## src/rtl/csbd_params.svh

```systemverilog
// constants for the chip-select and bus-direction block
`ifndef CSBD_PARAMS_SVH
`define CSBD_PARAMS_SVH
`define CSBD_OFS_RAM_UPPER 8'hEA
`define CSBD_OFS_RAM_LOWER 8'hEB
`define CSBD_OFS_ROM_UPPER 8'hEC
`define CSBD_OFS_SYS_CFG 8'hED
`define CSBD_OFS_PORT1_DIR 8'hE0
`define CSBD_BOUND_RESET 8'hFF
`define CSBD_CFG_RESET 8'h00
`define CSBD_DIR_RESET 8'hFF
`define CSBD_CFG_WMASK 8'h65
`define CSBD_BIT_DAISY 6
`define CSBD_BIT_ROM_DIS 5
`define CSBD_BIT_EMUL 2
`define CSBD_BIT_CT_PINS 0
`define CSBD_A18_POS 6
`endif

```

## src/rtl/csbd_pkg.sv

```systemverilog
// types for the chip-select and bus-direction block
package csbd_pkg;
  typedef enum logic [3:0] {
    CSBD_CYC_IDLE,
    CSBD_CYC_IO_WR_ON,
    CSBD_CYC_IO_RD_ON,
    CSBD_CYC_IO_WR_OFF,
    CSBD_CYC_IO_RD_OFF,
    CSBD_CYC_MEM_WR,
    CSBD_CYC_MEM_RD,
    CSBD_CYC_REFRESH,
    CSBD_CYC_ACK_ON,
    CSBD_CYC_ACK_OFF
  } csbd_cyc_e;
  typedef enum logic [1:0] {
    CSBD_DIR_FLOAT,
    CSBD_DIR_IN,
    CSBD_DIR_OUT
  } csbd_dir_e;
  typedef struct packed {
    logic daisy_ct_first;
    logic rom_disable;
    logic emulator_mode_enable;
    logic ct_pins;
  } csbd_cfg_s;
endpackage : csbd_pkg

```

## src/rtl/csbd_top.sv

```systemverilog
// chip selects, system configuration and data bus direction
//
// Overview of operation
// - rom select low when A19-A12 at or below rom_upper_bound
// - ram select low when A19-A12 within ram lower and upper bounds inclusive
// - if both ranges hit with rom enabled, only rom select is asserted
// - reset loads all three bound registers with all ones
// - decoder takes A18 from the cpu, not from the shared timer pin
// - config bit 5 forces rom select inactive; resets to zero
// - config bit 6 picks daisy order: one means counter-timer first
// - config bit 2 enables emulator mode; resets to zero
// - config bit 0 gives port one pins to counter-timer; resets zero
// - as master, normal mode: drive writes, input off-chip reads, float on-chip reads and acks
// - as master, emulator mode also drives on-chip reads and on-chip acks
// - not master: input on-chip writes and memory reads, drive on-chip reads
// - port one direction writes ignored while pin-sharing bit set
`timescale 1ns/1ns
`default_nettype none
`include "csbd_params.svh"
module csbd_top
  import csbd_pkg::*;
(
  input wire logic MCLK,
  input wire logic RESET_N,
  input wire logic [7:0] CPU_ADDR_HI,
  input wire logic MEM_ACCESS,
  input wire logic BUS_MASTER,
  input wire csbd_cyc_e CYCLE_TYPE,
  input wire logic IO_WR,
  input wire logic IO_RD,
  input wire logic [7:0] IO_ADDR,
  input wire logic [7:0] IO_WDATA,
  output logic [7:0] IO_RDATA,
  output logic ROM_SELECT_N,
  output logic RAM_SELECT_N,
  output logic DATA_OE,
  output logic DATA_IE,
  output logic DAISY_CT_FIRST,
  output logic EMULATOR_MODE_ENABLE,
  output logic CT_PINS_ON_PORT_ONE,
  output logic [7:0] PORT_ONE_DIRECTION
);
  // ------------------------------------------------------------
  // register file
  // ------------------------------------------------------------
  logic [7:0] rom_upper_r, rom_upper_nxt;
  logic [7:0] ram_upper_r, ram_upper_nxt;
  logic [7:0] ram_lower_r, ram_lower_nxt;
  logic [7:0] cfg_r, cfg_nxt;
  logic [7:0] pdir_r, pdir_nxt;
  logic [7:0] rdata_r, rdata_nxt;
  csbd_cfg_s cfg;

  assign cfg = '{cfg_r[`CSBD_BIT_DAISY], cfg_r[`CSBD_BIT_ROM_DIS],
                 cfg_r[`CSBD_BIT_EMUL], cfg_r[`CSBD_BIT_CT_PINS]};

  always_comb begin
    rom_upper_nxt = rom_upper_r;
    ram_upper_nxt = ram_upper_r;
    ram_lower_nxt = ram_lower_r;
    cfg_nxt = cfg_r;
    pdir_nxt = pdir_r;
    rdata_nxt = rdata_r;
    if (IO_WR) begin
      case (IO_ADDR)
        `CSBD_OFS_ROM_UPPER: rom_upper_nxt = IO_WDATA;
        `CSBD_OFS_RAM_UPPER: ram_upper_nxt = IO_WDATA;
        `CSBD_OFS_RAM_LOWER: ram_lower_nxt = IO_WDATA;
        // reserved bits are kept at zero even if software slips
        `CSBD_OFS_SYS_CFG: cfg_nxt = IO_WDATA & `CSBD_CFG_WMASK;
        `CSBD_OFS_PORT1_DIR: if (!cfg.ct_pins) pdir_nxt = IO_WDATA;
        default: ;
      endcase
    end
    // read data is registered and holds until the next read
    if (IO_RD) begin
      case (IO_ADDR)
        `CSBD_OFS_ROM_UPPER: rdata_nxt = rom_upper_r;
        `CSBD_OFS_RAM_UPPER: rdata_nxt = ram_upper_r;
        `CSBD_OFS_RAM_LOWER: rdata_nxt = ram_lower_r;
        `CSBD_OFS_SYS_CFG: rdata_nxt = cfg_r;
        `CSBD_OFS_PORT1_DIR: rdata_nxt = pdir_r;
        default: rdata_nxt = 8'h00;
      endcase
    end
  end

  always_ff @(posedge MCLK or negedge RESET_N) begin
    if (!RESET_N) begin
      rom_upper_r <= `CSBD_BOUND_RESET;
      ram_upper_r <= `CSBD_BOUND_RESET;
      ram_lower_r <= `CSBD_BOUND_RESET;
      cfg_r <= `CSBD_CFG_RESET;
      pdir_r <= `CSBD_DIR_RESET;
      rdata_r <= 8'h00;
    end else begin
      rom_upper_r <= rom_upper_nxt;
      ram_upper_r <= ram_upper_nxt;
      ram_lower_r <= ram_lower_nxt;
      cfg_r <= cfg_nxt;
      pdir_r <= pdir_nxt;
      rdata_r <= rdata_nxt;
    end
  end

  // ------------------------------------------------------------
  // chip-select decode
  // ------------------------------------------------------------
  // CPU_ADDR_HI carries the core's own A18, taken ahead of the timer mux
  // selects are gated by MEM_ACCESS so refresh and io cycles never select memory
  logic rom_hit, ram_hit;
  logic rom_sel_n_r, rom_sel_n_nxt, ram_sel_n_r, ram_sel_n_nxt;

  function automatic logic in_range(input logic [7:0] a, input logic [7:0] lo, input logic [7:0] hi);
    in_range = (a >= lo) && (a <= hi);
  endfunction : in_range

  always_comb begin
    rom_hit = in_range(CPU_ADDR_HI, 8'h00, rom_upper_r);
    ram_hit = in_range(CPU_ADDR_HI, ram_lower_r, ram_upper_r);
    rom_sel_n_nxt = !(MEM_ACCESS && rom_hit && !cfg.rom_disable);
    // a disabled rom frees its range so ram can be overlaid there
    ram_sel_n_nxt = !(MEM_ACCESS && ram_hit && !(rom_hit && !cfg.rom_disable));
  end

  // ------------------------------------------------------------
  // data bus direction
  // ------------------------------------------------------------
  // direction is registered like the selects so both change on the same edge
  csbd_dir_e dir;
  logic oe_r, oe_nxt, ie_r, ie_nxt;

  always_comb begin
    dir = CSBD_DIR_FLOAT;
    if (BUS_MASTER) begin
      case (CYCLE_TYPE)
        CSBD_CYC_IO_WR_ON, CSBD_CYC_IO_WR_OFF, CSBD_CYC_MEM_WR: dir = CSBD_DIR_OUT;
        CSBD_CYC_IO_RD_OFF, CSBD_CYC_MEM_RD, CSBD_CYC_ACK_OFF: dir = CSBD_DIR_IN;
        CSBD_CYC_IO_RD_ON, CSBD_CYC_ACK_ON: dir = cfg.emulator_mode_enable ? CSBD_DIR_OUT : CSBD_DIR_FLOAT;
        default: dir = CSBD_DIR_FLOAT;
      endcase
    end else begin
      case (CYCLE_TYPE)
        CSBD_CYC_IO_WR_ON, CSBD_CYC_MEM_RD, CSBD_CYC_ACK_OFF: dir = CSBD_DIR_IN;
        CSBD_CYC_IO_RD_ON, CSBD_CYC_ACK_ON: dir = CSBD_DIR_OUT;
        default: dir = CSBD_DIR_FLOAT;
      endcase
    end
    oe_nxt = (dir == CSBD_DIR_OUT);
    ie_nxt = (dir == CSBD_DIR_IN);
  end

  always_ff @(posedge MCLK or negedge RESET_N) begin
    if (!RESET_N) begin
      rom_sel_n_r <= 1'b1;
      ram_sel_n_r <= 1'b1;
      oe_r <= 1'b0;
      ie_r <= 1'b0;
    end else begin
      rom_sel_n_r <= rom_sel_n_nxt;
      ram_sel_n_r <= ram_sel_n_nxt;
      oe_r <= oe_nxt;
      ie_r <= ie_nxt;
    end
  end

  assign ROM_SELECT_N = rom_sel_n_r;
  assign RAM_SELECT_N = ram_sel_n_r;
  assign DATA_OE = oe_r;
  assign DATA_IE = ie_r;
  assign IO_RDATA = rdata_r;
  assign DAISY_CT_FIRST = cfg_r[`CSBD_BIT_DAISY];
  assign EMULATOR_MODE_ENABLE = cfg_r[`CSBD_BIT_EMUL];
  assign CT_PINS_ON_PORT_ONE = cfg_r[`CSBD_BIT_CT_PINS];
  assign PORT_ONE_DIRECTION = pdir_r;
endmodule : csbd_top
`default_nettype wire

```

## config.mk

```make
export PLATFORM = sky130hd
export DESIGN_NAME = csbd_top
export DESIGN_NICKNAME = d
export VERILOG_FILES = /design/src/rtl/csbd_pkg.sv /design/src/rtl/csbd_top.sv
export VERILOG_INCLUDE_DIRS = /design/src /design/src/rtl
export SDC_FILE = /design/constraint.sdc
export NUM_CORES = 1
export LEC_CHECK = 0
export ABC_AREA = 1
export ABC_CLOCK_PERIOD_IN_PS = 1700
export BUFFER_PORTS_ARGS = -buffer_cell sky130_fd_sc_hd__buf_2
export CAP_MARGIN = 20
export CORE_MARGIN = 10
export CORE_UTILIZATION = 56
export DETAILED_ROUTE_END_ITERATION = 10
export PLACE_DENSITY = 0.87
export RECOVER_POWER = 50
export SLEW_MARGIN = 30
export SYNTH_ARGS = -nofsm -noshare
export SYNTH_HDL_FRONTEND = slang
export SYNTH_SLANG_ARGS = --single-unit
```

## constraint.sdc

```tcl
create_clock -name MCLK -period 1.7 [get_ports MCLK]
set_input_delay 0.34 -clock MCLK [delete_from_list [all_inputs] [get_ports MCLK]]
set_output_delay 0.34 -clock MCLK [all_outputs]
set_load 0.03 [all_outputs]
```

==> run metrics <==
status complete, no violations; Most used DFF post-synth dfstp_2; vias per cell 5.44; die height 93.9 um; clock-pin transition on the worst setup and hold timing paths 90 ps; Synth async-reset ratio 1.00; critical path class reg2out; Psw 0.752 mW; initial antenna violation count 0; CP Capture Type output pin; ant diodes 0; initial DRC count 199; # IOs 57; largest net degree at the start of global routing 49; TNS Setup 0 ps; Storage cell area 0.00124 mm^2; Post-synth EDFFs 0; upper clock frequency limit 646 MHz; Detail Route Antenna Nets 0; Min-Delay Path Class in2reg; Initial Util 0.588; slowest stage cell, crit path dfrtp_1; CTS Buf Count 5; Crit Path Max Fanout 12; layout cells sized above 1 0.282; clk root buf clkbuf_8; post-synthesis simple-gate area fraction 0.293; Pre-Repair DR Iteration Count 5; Buf+Inv Stages, Crit Path 1; Avg WL per Cell 15.3 um; Synth Register Bits 48; Post-CTS Hold Buffers 0; Crit path max-delay family flip-flops; setup ws final 152 ps; Place WS 102 ps; Hold Vio Cnt, Final 0; dpl cell area 0.00339 mm^2; Die ar. 0.00882 mm^2; Syn Nets 432; vias in the first global route 2725; final period utilization 0.911; RSZ-0062 raised after global routing no; mux cell area share after synthesis 0; Mean Syn Cell Area 8.18 um^2; Core ar. 0.00520 mm^2; synth warn 0; share of power burned in registers 0.486; Logic pwr share 0.179; clk sinks 48; CP arrival 1210 ps; dpl hpwl 6.07 mm; Port Buffers 56; Critical Path Source Type flop; Clock Tree Buf Depth 2; Worst Tran Pin Value 1140 ps; Post-CTS Resized 0; number of unique standard cell types used by synthesis 31; XOR/XNOR Fraction of Synth Area 0; PwrDens 771 mW/mm^2; clock share of power 0.335; R2R setup slack 190 ps; fin crit period 1550 ps; via count 2734; clock tree from TritonCTS done; Final nets 490; Synth Area in Compound Gates 0.113; first-pass GRT wire length 13.1 mm; Worst VDD drop 412 uV; Worst slew margin 0.238; GRT Overall Usage 0.183; CP required 1360 ps; Seq/Total Area, Yosys 0.407; Cells after Synth 374; synthesized cell area 0.00306 mm^2; Slew Limit Fails 0; Int Pwr 1.93 mW; clock insertion delay at the later pin of the skew report 310 ps; CP peak stage delay 620 ps; Post-route DRC 0; leakage 1.96 nW; Setup-failing EPs final 0; Post-Synth Adder-Cell Area 0.0982; Finished Cell Area 0.00348 mm^2; post-CTS setup buffers 0; Fill cells 441; max cap viols 0; area delta synth->final 13.8%; synth top area cells dfstp_2, nand2_1, dfrtp_1; leading area contributor after synthesis dfstp_2; worst path cell trace buf_2; Total Wirelength 7.68 mm; Clock Skews 10.3 ps; Switching Share 0.280; GP Congestion 0.897; Multi-input gate area 0.00154 mm^2; Die Wd 93.9 um; H-tree levels 2; Core Rows 26; main combinational cell family by area after synthesis simple AND/OR/NAND/NOR gates; GRT Residual Overflow 0; Synth top area share 0.292
## flip-flops by register name, indices dropped and copies added, names as in the netlist
name / flops
IO_RDATA: 8
rom_upper_r: 8
PORT_ONE_DIRECTION: 8
cfg_r: 4
DATA_IE: 1
RAM_SELECT_N: 1
ROM_SELECT_N: 1
ram_upper_r: 8
ram_lower_r: 8
DATA_OE: 1
## power by group through the flow
stage | Sequential, mW | Combinational, mW | Clock (mW)
finish | 1.30 | 0.482 | 0.900
global route | 1.31 | 0.552 | 0.961
global placement | 1.32 | 0.472 | 0
CTS | 1.30 | 0.494 | 0.906
detailed placement | 1.32 | 0.492 | 0
floorplan | 1.36 | 0.250 | 0
## cell usage after synthesis, types with 3 or more instances
library cell	count
a21oi_1	11
dfrtp_1	14
dfstp_2	34
ha_1	24
inv_1	48
nand2_1	98
nand2_2	8
nand2_4	4
nand3_1	30
nand4_1	6
nor2_1	24
nor2_4	6
nor2_8	3
o21ai_0	42
## layout make-up
cell class                      instances  area share
Clock buffer                            7      0.0277
Clock inverter                          1     0.00862
Timing Repair Buffer                   59      0.0877
Tap cell                               70      0.0252
Sequential cell                        48       0.357
Inverter                               49      0.0528
Multi-Input combinational cell        269       0.441
## metal layers
metal  track usage  share of wire  up-vias
met2         0.296           0.47      117
met4        0.0671          0.020        0
met1         0.232           0.43     1281
met3        0.0424          0.088       12
met5             0              0        -
li1              -              -     1324
## worst paths after layout
kind	startpoint	end	cells after the start
max	cfg_r[0]	CT_PINS_ON_PORT_ONE	1
min	MEM_ACCESS	ROM_SELECT_N	2
max reg2reg	rom_upper_r[6]	RAM_SELECT_N	9
min reg2reg	IO_RDATA[7]	IO_RDATA[7]	2
max in group asynchronous	RESET_N	IO_RDATA[0]	2
min in group asynchronous	RESET_N	DATA_OE	2
## through the flow
step,total power [mW],hold WS [ps],util,std cells
after floorplan,1.61,44.4,-,374
after global placement,1.79,339,0.650,495
after detailed placement,1.81,342,0.650,495
after CTS,2.70,14.6,0.675,503
after global routing,2.83,245,0.669,503
final,2.69,235,0.669,503
## cell usage in the layout, fill, tap and decap left out, drive strengths merged, types with 6 or more instances in the layout
| master | synthesis | routed |
|---|---|---|
| nor2 | 34 | 34 |
| ha | 24 | 24 |
| dfrtp | 14 | 14 |
| dfstp | 34 | 34 |
| o21ai | 44 | 44 |
| nand2 | 110 | 110 |
| a21oi | 11 | 11 |
| nand4 | 6 | 6 |
| nand3 | 31 | 31 |
| inv | 49 | 49 |
| buf | 6 | 54 |
| clkbuf | 2 | 12 |
## kinds of logic after synthesis
group,count (synthesis)
fa+ha+maj,24
buf+inv,57
flops,48
simple gates,182
compound gates,63
(Power assumes the default switching activity.)
